### src/irq_ctl_pkg.sv
// Shared constants of the interrupt and key-return controller.
// Assumes a 32-bit APB slave with byte addresses; each register is one word.
package irq_ctl_pkg;
	localparam int NUM_EXT = 8;
	localparam int NUM_PER = 4;
	localparam int NUM_SRC = 16;
	localparam int IDX_W   = 4;

	// Register byte offsets
	localparam logic [7:0] OFF_REQ      = 8'h00;
	localparam logic [7:0] OFF_REQ_CLR  = 8'h04;
	localparam logic [7:0] OFF_MASK     = 8'h08;
	localparam logic [7:0] OFF_PRIO     = 8'h0C;
	localparam logic [7:0] OFF_RISE_EN  = 8'h10;
	localparam logic [7:0] OFF_FALL_EN  = 8'h14;
	localparam logic [7:0] OFF_EXT_SEL  = 8'h18;
	localparam logic [7:0] OFF_KEY_MODE = 8'h1C;
	localparam logic [7:0] OFF_PULLUP   = 8'h20;
	localparam logic [7:0] OFF_PORT7    = 8'h24;
	localparam logic [7:0] OFF_IE       = 8'h28;
	localparam logic [7:0] OFF_EVT_STAT = 8'h2C;
	localparam logic [7:0] OFF_EVT_MASK = 8'h30;

	// Request flag layout
	localparam int POS_EXT = 0;
	localparam int POS_KEY = 8;
	localparam int POS_PER = 9;
	// Bits 13..15 (upper byte bits 5..7) hold no source
	localparam logic [15:0] REQ_VALID = 16'h1FFF;

	// Reset values
	localparam logic [15:0] MASK_RST  = 16'hFFFF;
	localparam logic [15:0] PRIO_RST  = 16'hFFFF;
	localparam logic [7:0]  BYTE_RST  = 8'h00;
	localparam logic [2:0]  EVT_RST   = 3'h0;

	// Event status layout
	localparam int EVT_W       = 3;
	localparam int EVT_KEY     = 0;
	localparam int EVT_EXT     = 1;
	localparam int EVT_TRAP    = 2;
endpackage

### src/key_if.sv
// Link between the controller and its key-return detector.
// Assumes both ends run on the same clock.
`timescale 1ns/1ps
interface key_if;
	logic [7:0] key_mode;
	logic [7:0] pins;
	logic       key_event;
	logic [7:0] port_data;
	modport ctrl (output key_mode, output pins,
		input key_event, input port_data);
	modport unit (input key_mode, input pins,
		output key_event, output port_data);
endinterface

### src/key_return_unit.sv
// Key-return detector on the eight-bit port.
// Assumes pins are synchronous and pulled up where enabled.
`timescale 1ns/1ps
module key_return_unit (
	input  wire logic clk_in,
	input  wire logic srst_in,
	key_if.unit       kb
);
	logic       level;
	logic       prev_r;
	logic       prev_nxt;
	logic [7:0] data_r;
	logic [7:0] data_nxt;

	////////////////////////////////////////////////////////////////////////
	// Disabled inputs count as high, so they never cause a key event
	always_comb begin
		level    = &(kb.pins | ~kb.key_mode);
		prev_nxt = level;
		data_nxt = kb.pins;
	end

	// A mode change that unmasks a low pin drops the level too: flag set
	assign kb.key_event = prev_r & ~level;
	// Every pin reads back, so non-key bits still serve as a port
	assign kb.port_data = data_r;

	always_ff @(posedge clk_in) begin
		if (srst_in) begin
			prev_r <= 1'b1;
			data_r <= 8'h00;
		end else begin
			prev_r <= prev_nxt;
			data_r <= data_nxt;
		end
	end
endmodule

### src/irq_ctl.sv
// Interrupt controller with external edge and key-return sources, APB side.
// Assumes a CPU core that pulses ack, trap and IE controls synchronously.
`timescale 1ns/1ps
module irq_ctl #(
	parameter int NUM_EXT = irq_ctl_pkg::NUM_EXT,
	parameter int NUM_PER = irq_ctl_pkg::NUM_PER
) (
	input  wire logic                          clk_in,
	input  wire logic                          srst_in,
	input  wire logic                          psel_in,
	input  wire logic                          penable_in,
	input  wire logic                          pwrite_in,
	input  wire logic [7:0]                    paddr_in,
	input  wire logic [31:0]                   pwdata_in,
	output logic      [31:0]                   prdata_out,
	output logic                               pready_out,
	output logic                               pslverr_out,
	input  wire logic [7:0]                    ext_pin_in,
	input  wire logic [7:0]                    port7_pin_in,
	output logic      [7:0]                    port7_pullup_out,
	input  wire logic [3:0]                    periph_req_in,
	input  wire logic                          ie_set_in,
	input  wire logic                          ie_clr_in,
	input  wire logic                          trap_in,
	input  wire logic                          hold_in,
	input  wire logic                          ack_in,
	input  wire logic [irq_ctl_pkg::IDX_W-1:0] ack_idx_in,
	output logic                               irq_req_out,
	output logic      [irq_ctl_pkg::IDX_W-1:0] irq_idx_out,
	output logic                               irq_prio_out,
	output logic                               ie_out,
	output logic                               irq_out
);
	localparam int NS = irq_ctl_pkg::NUM_SRC;
	localparam int EW = irq_ctl_pkg::EVT_W;

	key_if kb ();

	key_return_unit u_key (
		.clk_in  (clk_in),
		.srst_in (srst_in),
		.kb      (kb)
	);

	////////////////////////////////////////////////////////////////////////
	// Register state
	logic [NS-1:0] req_r,  req_nxt;
	logic [NS-1:0] mask_r, mask_nxt;
	logic [NS-1:0] prio_r, prio_nxt;
	logic [7:0]    rise_r, rise_nxt;
	logic [7:0]    fall_r, fall_nxt;
	logic [7:0]    sel_r,  sel_nxt;
	logic [7:0]    kmode_r, kmode_nxt;
	logic [7:0]    pull_r, pull_nxt;
	logic          ie_r,   ie_nxt;
	logic [EW-1:0] evst_r, evst_nxt;
	logic [EW-1:0] evmk_r, evmk_nxt;
	logic [31:0]   rdata_r, rdata_nxt;
	logic          err_r,  err_nxt;

	logic          wr_en;
	logic          rd_setup;
	logic          hit;
	logic [7:0]    det_lvl;
	logic [7:0]    det_prev_r;
	logic [7:0]    ext_edge;
	logic [NS-1:0] req_set;
	logic [NS-1:0] pend;
	logic [EW-1:0] evt_set;

	logic                          cand_r, cand_nxt;
	logic [irq_ctl_pkg::IDX_W-1:0] cidx_r, cidx_nxt;
	logic                          cprio_r, cprio_nxt;

	assign kb.key_mode = kmode_r;
	assign kb.pins     = port7_pin_in;

	////////////////////////////////////////////////////////////////////////
	// APB decode: zero wait states, writes at the access edge
	assign wr_en      = psel_in & penable_in & pwrite_in;
	assign rd_setup   = psel_in & ~penable_in;
	assign pready_out = 1'b1;
	assign prdata_out = rdata_r;
	assign pslverr_out = err_r & psel_in & penable_in;

	always_comb begin
		hit = 1'b1;
		rdata_nxt = rdata_r;
		case (paddr_in)
			irq_ctl_pkg::OFF_REQ:      rdata_nxt = {16'h0000, req_r};
			irq_ctl_pkg::OFF_REQ_CLR:  rdata_nxt = 32'h0000_0000;
			irq_ctl_pkg::OFF_MASK:     rdata_nxt = {16'h0000, mask_r};
			irq_ctl_pkg::OFF_PRIO:     rdata_nxt = {16'h0000, prio_r};
			irq_ctl_pkg::OFF_RISE_EN:  rdata_nxt = {24'h00_0000, rise_r};
			irq_ctl_pkg::OFF_FALL_EN:  rdata_nxt = {24'h00_0000, fall_r};
			irq_ctl_pkg::OFF_EXT_SEL:  rdata_nxt = {24'h00_0000, sel_r};
			irq_ctl_pkg::OFF_KEY_MODE: rdata_nxt = {24'h00_0000, kmode_r};
			irq_ctl_pkg::OFF_PULLUP:   rdata_nxt = {24'h00_0000, pull_r};
			irq_ctl_pkg::OFF_PORT7:
				rdata_nxt = {24'h00_0000, kb.port_data};
			irq_ctl_pkg::OFF_IE:       rdata_nxt = {31'h0000_0000, ie_r};
			irq_ctl_pkg::OFF_EVT_STAT: rdata_nxt = {29'h0000_0000, evst_r};
			irq_ctl_pkg::OFF_EVT_MASK: rdata_nxt = {29'h0000_0000, evmk_r};
			default: begin
				hit = 1'b0;
				rdata_nxt = 32'h0000_0000;
			end
		endcase
		err_nxt = err_r;
		if (rd_setup) begin
			err_nxt = ~hit;
		end else begin
			rdata_nxt = rdata_r;
		end
	end

	always_ff @(posedge clk_in) begin
		if (srst_in) begin
			rdata_r <= 32'h0000_0000;
			err_r   <= 1'b0;
		end else begin
			rdata_r <= rdata_nxt;
			err_r   <= err_nxt;
		end
	end

	////////////////////////////////////////////////////////////////////////
	// External pin edge detection. The pin is seen only in interrupt mode,
	// so leaving that mode with a high pin looks like a falling edge.
	always_comb begin
		det_lvl  = ext_pin_in & sel_r;
		ext_edge = (det_lvl & ~det_prev_r & rise_r)
			| (~det_lvl & det_prev_r & fall_r);
	end

	always_ff @(posedge clk_in) begin
		if (srst_in) begin
			det_prev_r <= 8'h00;
		end else begin
			det_prev_r <= det_lvl;
		end
	end

	////////////////////////////////////////////////////////////////////////
	// Request flags. Hardware sets win over any clear in the same cycle.
	always_comb begin
		req_set = '0;
		req_set[irq_ctl_pkg::POS_EXT +: 8] = ext_edge;
		req_set[irq_ctl_pkg::POS_KEY]      = kb.key_event;
		req_set[irq_ctl_pkg::POS_PER +: 4] = periph_req_in;
		req_nxt = req_r;
		if (wr_en && paddr_in == irq_ctl_pkg::OFF_REQ) begin
			req_nxt = pwdata_in[15:0];
		end
		if (wr_en && paddr_in == irq_ctl_pkg::OFF_REQ_CLR) begin
			req_nxt = req_nxt & ~pwdata_in[15:0];
		end
		if (ack_in) begin
			req_nxt[ack_idx_in] = 1'b0;
		end
		req_nxt = (req_nxt | req_set) & irq_ctl_pkg::REQ_VALID;
	end

	always_ff @(posedge clk_in) begin
		if (srst_in) begin
			req_r <= '0;
		end else begin
			req_r <= req_nxt;
		end
	end

	////////////////////////////////////////////////////////////////////////
	// Software-written configuration
	always_comb begin
		mask_nxt  = mask_r;
		prio_nxt  = prio_r;
		rise_nxt  = rise_r;
		fall_nxt  = fall_r;
		sel_nxt   = sel_r;
		kmode_nxt = kmode_r;
		pull_nxt  = pull_r;
		evmk_nxt  = evmk_r;
		if (wr_en) begin
			case (paddr_in)
				irq_ctl_pkg::OFF_MASK:     mask_nxt  = pwdata_in[15:0];
				irq_ctl_pkg::OFF_PRIO:     prio_nxt  = pwdata_in[15:0];
				irq_ctl_pkg::OFF_RISE_EN:  rise_nxt  = pwdata_in[7:0];
				irq_ctl_pkg::OFF_FALL_EN:  fall_nxt  = pwdata_in[7:0];
				irq_ctl_pkg::OFF_EXT_SEL:  sel_nxt   = pwdata_in[7:0];
				irq_ctl_pkg::OFF_KEY_MODE: kmode_nxt = pwdata_in[7:0];
				irq_ctl_pkg::OFF_PULLUP:   pull_nxt  = pwdata_in[7:0];
				irq_ctl_pkg::OFF_EVT_MASK: evmk_nxt  = pwdata_in[EW-1:0];
				default: begin
					mask_nxt = mask_r;
				end
			endcase
		end
	end

	always_ff @(posedge clk_in) begin
		if (srst_in) begin
			mask_r  <= irq_ctl_pkg::MASK_RST;
			prio_r  <= irq_ctl_pkg::PRIO_RST;
			rise_r  <= irq_ctl_pkg::BYTE_RST;
			fall_r  <= irq_ctl_pkg::BYTE_RST;
			sel_r   <= irq_ctl_pkg::BYTE_RST;
			kmode_r <= irq_ctl_pkg::BYTE_RST;
			pull_r  <= irq_ctl_pkg::BYTE_RST;
			evmk_r  <= irq_ctl_pkg::EVT_RST;
		end else begin
			mask_r  <= mask_nxt;
			prio_r  <= prio_nxt;
			rise_r  <= rise_nxt;
			fall_r  <= fall_nxt;
			sel_r   <= sel_nxt;
			kmode_r <= kmode_nxt;
			pull_r  <= pull_nxt;
			evmk_r  <= evmk_nxt;
		end
	end

	assign port7_pullup_out = pull_r;

	////////////////////////////////////////////////////////////////////////
	// Global enable. Trap and acknowledge both clear it and beat a set.
	always_comb begin
		ie_nxt = ie_r;
		if (wr_en && paddr_in == irq_ctl_pkg::OFF_IE) begin
			ie_nxt = pwdata_in[0];
		end
		if (ie_set_in) begin
			ie_nxt = 1'b1;
		end
		if (ie_clr_in) begin
			ie_nxt = 1'b0;
		end
		if (trap_in || ack_in) begin
			ie_nxt = 1'b0;
		end
	end

	always_ff @(posedge clk_in) begin
		if (srst_in) begin
			ie_r <= 1'b0;
		end else begin
			ie_r <= ie_nxt;
		end
	end

	assign ie_out = ie_r;

	////////////////////////////////////////////////////////////////////////
	// Arbitration: high level (priority flag clear) first, then lowest index
	always_comb begin
		pend      = req_r & ~mask_r & irq_ctl_pkg::REQ_VALID;
		cand_nxt  = 1'b0;
		cidx_nxt  = '0;
		cprio_nxt = 1'b1;
		for (int i = NS - 1; i >= 0; i--) begin
			if (pend[i] && !prio_r[i]) begin
				cand_nxt  = 1'b1;
				cidx_nxt  = i[irq_ctl_pkg::IDX_W-1:0];
				cprio_nxt = 1'b0;
			end
		end
		if (!cand_nxt) begin
			for (int i = NS - 1; i >= 0; i--) begin
				if (pend[i]) begin
					cand_nxt = 1'b1;
					cidx_nxt = i[irq_ctl_pkg::IDX_W-1:0];
				end
			end
		end
		if (ack_in) begin
			cand_nxt = 1'b0;
		end
	end

	always_ff @(posedge clk_in) begin
		if (srst_in) begin
			cand_r  <= 1'b0;
			cidx_r  <= '0;
			cprio_r <= 1'b1;
		end else begin
			cand_r  <= cand_nxt;
			cidx_r  <= cidx_nxt;
			cprio_r <= cprio_nxt;
		end
	end

	// Hold comes only from the core; a trap never raises it, but a trap
	// in flight masks the request at once through trap_in; the enable clears a cycle later.
	assign irq_req_out = cand_r & ie_r & ~hold_in & ~trap_in;
	assign irq_idx_out  = cidx_r;
	assign irq_prio_out = cprio_r;

	////////////////////////////////////////////////////////////////////////
	// Event status, write one to clear; a new event wins over the clear
	always_comb begin
		evt_set = '0;
		evt_set[irq_ctl_pkg::EVT_KEY]  = kb.key_event;
		evt_set[irq_ctl_pkg::EVT_EXT]  = |ext_edge;
		evt_set[irq_ctl_pkg::EVT_TRAP] = trap_in;
		evst_nxt = evst_r;
		if (wr_en && paddr_in == irq_ctl_pkg::OFF_EVT_STAT) begin
			evst_nxt = evst_r & ~pwdata_in[EW-1:0];
		end
		evst_nxt = evst_nxt | evt_set;
	end

	always_ff @(posedge clk_in) begin
		if (srst_in) begin
			evst_r <= irq_ctl_pkg::EVT_RST;
		end else begin
			evst_r <= evst_nxt;
		end
	end

	assign irq_out = |(evst_r & ~evmk_r);
endmodule

### config.mk
export PLATFORM = sky130hd
export DESIGN_NAME = irq_ctl
export DESIGN_NICKNAME = d
export VERILOG_FILES = /design/src/irq_ctl_pkg.sv /design/src/key_if.sv /design/src/key_return_unit.sv /design/src/irq_ctl.sv
export SDC_FILE = /design/constraint.sdc
export NUM_CORES = 1
export LEC_CHECK = 0
export BUFFER_PORTS_ARGS = -buffer_cell sky130_fd_sc_hd__buf_2
export CORE_ASPECT_RATIO = 1.1
export CORE_UTILIZATION = 23
export DETAILED_ROUTE_END_ITERATION = 8
export GPL_ROUTABILITY_DRIVEN = 0
export PLACE_DENSITY_LB_ADDON = 0.12
export SKIP_LAST_GASP = 1
export SYNTH_ARGS = -nofsm -noshare
export SYNTH_HDL_FRONTEND = slang
export SYNTH_SLANG_ARGS = --single-unit
### constraint.sdc
create_clock -name clk_in -period 2.45 [get_ports clk_in]
set_input_delay 0.49 -clock clk_in [delete_from_list [all_inputs] [get_ports clk_in]]
set_output_delay 0.49 -clock clk_in [all_outputs]
set_load 0.1 [all_outputs]
==> summary.md <==
| Metric | Value |
|---|---|
| Commonest cells in the netlist | nand2_1, dfxtp_1, a21oi_1 |
| CP Capture Type | register |
| DIE HEIGHT | 180 um |
| Top post-synthesis cells by area | dfxtp_1, nand2_1, a21oi_1 |
| Achievable frequency | 0.462 GHz |
| Pre-Repair DR Iteration Count | 5 |
| Syn Inst Count | 859 |
| Clock Root Buffer | clkbuf_16 |
| Peak supply drop | 0.000378 V |
| Min-Delay Path Class | input port to register |
| Post-synthesis cell type count | 59 |
| Vias in the first global route | 6,636 |
| Final setup viols | 0 |
| Most common cell in the netlist | nand2_1 |
| Power Dens Cells | 636 mW/mm2 |
| Final-report hold violation count | 0 |
| Post-synth top flop | dfxtp_1 |
| Worst slew pin tran | 672 ps |
| Clk buf depth | 2 |
| Avg Cell Area, Syn | 7.67 um2 |
| Critical Path RT | 2780 ps |
| Startpoint class of the critical path | register |
| Nets@finish | 1,057 |
| Htree depth | 4 |
| Post-synth EDFFs | 0 |
| Remaining DRCs | 0 |
| Via count | 6,608 |
| Avg WL per Cell | 20.6 um |
| Worst R2R Start | req_r[9] |
| Final ANT Viol Nets | 0 |
| Total GRT Usage | 0.197 |
| Worst-skew pair later-pin latency | 430 ps |
| DIE AREA | 0.0293 mm2 |
| Pleak | 3.26 nW |
| Final Critical Period | 2170 ps |
| Hold Startpoint | periph_req_in[0] |
| Max Cap Viol | 0 |
| CTS buffer count | 17 |
| Number of cell rows | 64 |
| CP Launch Point | req_r[9] |
| Rel. slew slack | 0.549 |
| Status | finished clean |
| Critical path peak fanout | 4 |
| Clock Sinks | 132 |
| Chip width | 163 um |
| Pre-CTS setup slack | -42.3 ps |
| Routed Wire Length | 28,000 um |
| Antenna violations before repair | 0 |
| Sequential share of the synthesized area | 0.401 |
| #FFs+latches synth | 132 |
| Avg Vias per Cell | 4.87 |
| Async S/R FF share, synth | 0 |
| Share of layout cells above drive strength 1 | 0.210 |
| Setup WS post-layout | 284 ps |
| Post-CTS setup buffer count | 0 |
| Met1 Track Usage GR | 0.247 |
| Synth Cell Area | 0.00659 mm2 |
| Hpwl dp | 21,100 um |
| Crit-path max cell delay | 480 ps |
| First-pass GRT wire length | 42,600 um |
| Post-synth top area cell | dfxtp_1 |
| Final Util | 0.299 |
| Fin. max-slew vios | 0 |
| CP Data Arrival Time | 2490 ps |
| Initial core utilization | 0.235 |
| Max Clock Skew | 16.4 ps |
| I/O Buffers | 90 |
| Hold-fix buffers, CTS | 0 |
| RSZ-0062 raised after global routing | false |
| Detailed Route Iter0 Violations | 417 |
| CTS tree | done |
| Synth top area share | 0.401 |
| Setup TNS | 0 ps |
| Met3 GRT Util | 0.0337 |
| Post-CTS Resized | 0 |
| Cell-by-cell trace of the critical path | nor3b_1 > nor4b_1 > o21ai_0 > or3_1 > o2bb2a_1 > o31ai_1 |
| IO Pins | 124 |
| Core ar. | 0.0280 mm2 |
| Kind of critical path | register to register |
| CP max stage cell | or3_1 |
| Clk slew on worst S/H paths | 60 ps |
| Pin count of the biggest net entering global routing | 52 |
| Final Power | 5.33 mW |
| Area Growth Syn to Fin | 27.1% |
| Met2 Use GR | 0.328 |
| Global route hottest layer | met2 |
| Warnings from Yosys | 0 |
| Grt total ovfl | 0 |
| ANT cells | 0 |
| Period Utilization, post-route | 0.884 |
[per-stage QoR]
stage | std cells | hold slack [ps] | area, um2
after floorplan | 874 | 436 | 6660
after global placement | 1327 | 441 | 7770
after detailed placement | 1327 | 444 | 7770
after CTS | 1357 | 257 | 8380
after global routing | 1357 | 275 | 8380
final | 1357 | 273 | 8380
[critical path: cells and delay by family (launching register included)]
kind,cells,cell delay (ps)
and+or+nand+nor,3,1110
DFF,1,320
AOI/OAI and AO/OA,3,630
[registers in the layout (all words and copies together) (netlist names), 13 cells and up]
signal and count:
prio_r 16, prdata_out 16, mask_r 16, req_r 13
[final timing paths]
| check | cells after the start | to | slack (ps) |
|---|---|---|---|
| worst max register to register | 6 | irq_idx_out[1] | 280 |
| worst max-delay path | 6 | irq_idx_out[1] | 280 |
| worst min-delay path | 3 | req_r[9] | 270 |
| worst min register to register | 2 | prdata_out[8] | 450 |
[area by class of cell]
type,count,area (um2)
clock inverter,9,128
inverter,16,60.1
timing repair buffer,157,981
tap,363,454
multi-input combinational,659,3640
sequential,132,2640
fill,3085,19600
clock buffer,21,480
[cell usage in the layout (no fill, tap or decap), types with 7 or more instances in the layout]
cell,count
a211oi_1,11
a21oi_1,77
a22o_1,10
a22oi_1,17
a31oi_1,11
buf_2,89
buf_4,66
clkbuf_16,17
conb_1,17
dfxtp_1,132
inv_1,15
mux2i_1,17
nand2_1,162
nand2b_1,16
nand3_1,72
nand3b_1,22
nor2_1,73
nor2b_1,24
nor3_1,13
nor3b_1,15
o211ai_1,7
o21ai_0,21
o22ai_1,9
[power breakdown]
| group | internal [mW] | total [mW] | leakage [nW] | switching, mW |
|---|---|---|---|---|
| logic | 0.124 | 0.485 | 1.90 | 0.361 |
| registers | 2.16 | 2.17 | 1.07 | 0.0104 |
| clock network | 1.69 | 2.67 | 0.293 | 0.979 |
| total | 3.98 | 5.33 | 3.26 | 1.35 |
[per-layer routing]
metal	vias up	routed length [um]
met5	-	0
met4	0	1040
met3	42	1080
met2	171	13600
met1	3152	12300
li1	3243	-
[cell families (layout without fill, tap and decap cells)]
| logic type | Yosys count | count (layout) | synth area share |
|---|---|---|---|
| AOI/OAI and AO/OA | 188 | 188 | 0.181 |
| buffers and inverters | 83 | 203 | 0.0592 |
| and+or+nand+nor | 432 | 432 | 0.322 |
| DFF | 132 | 132 | 0.401 |
| muxes | 22 | 22 | 0.0361 |
| other | 2 | 17 | 0.00114 |
Note: power is estimated with default switching activity, not from simulation.
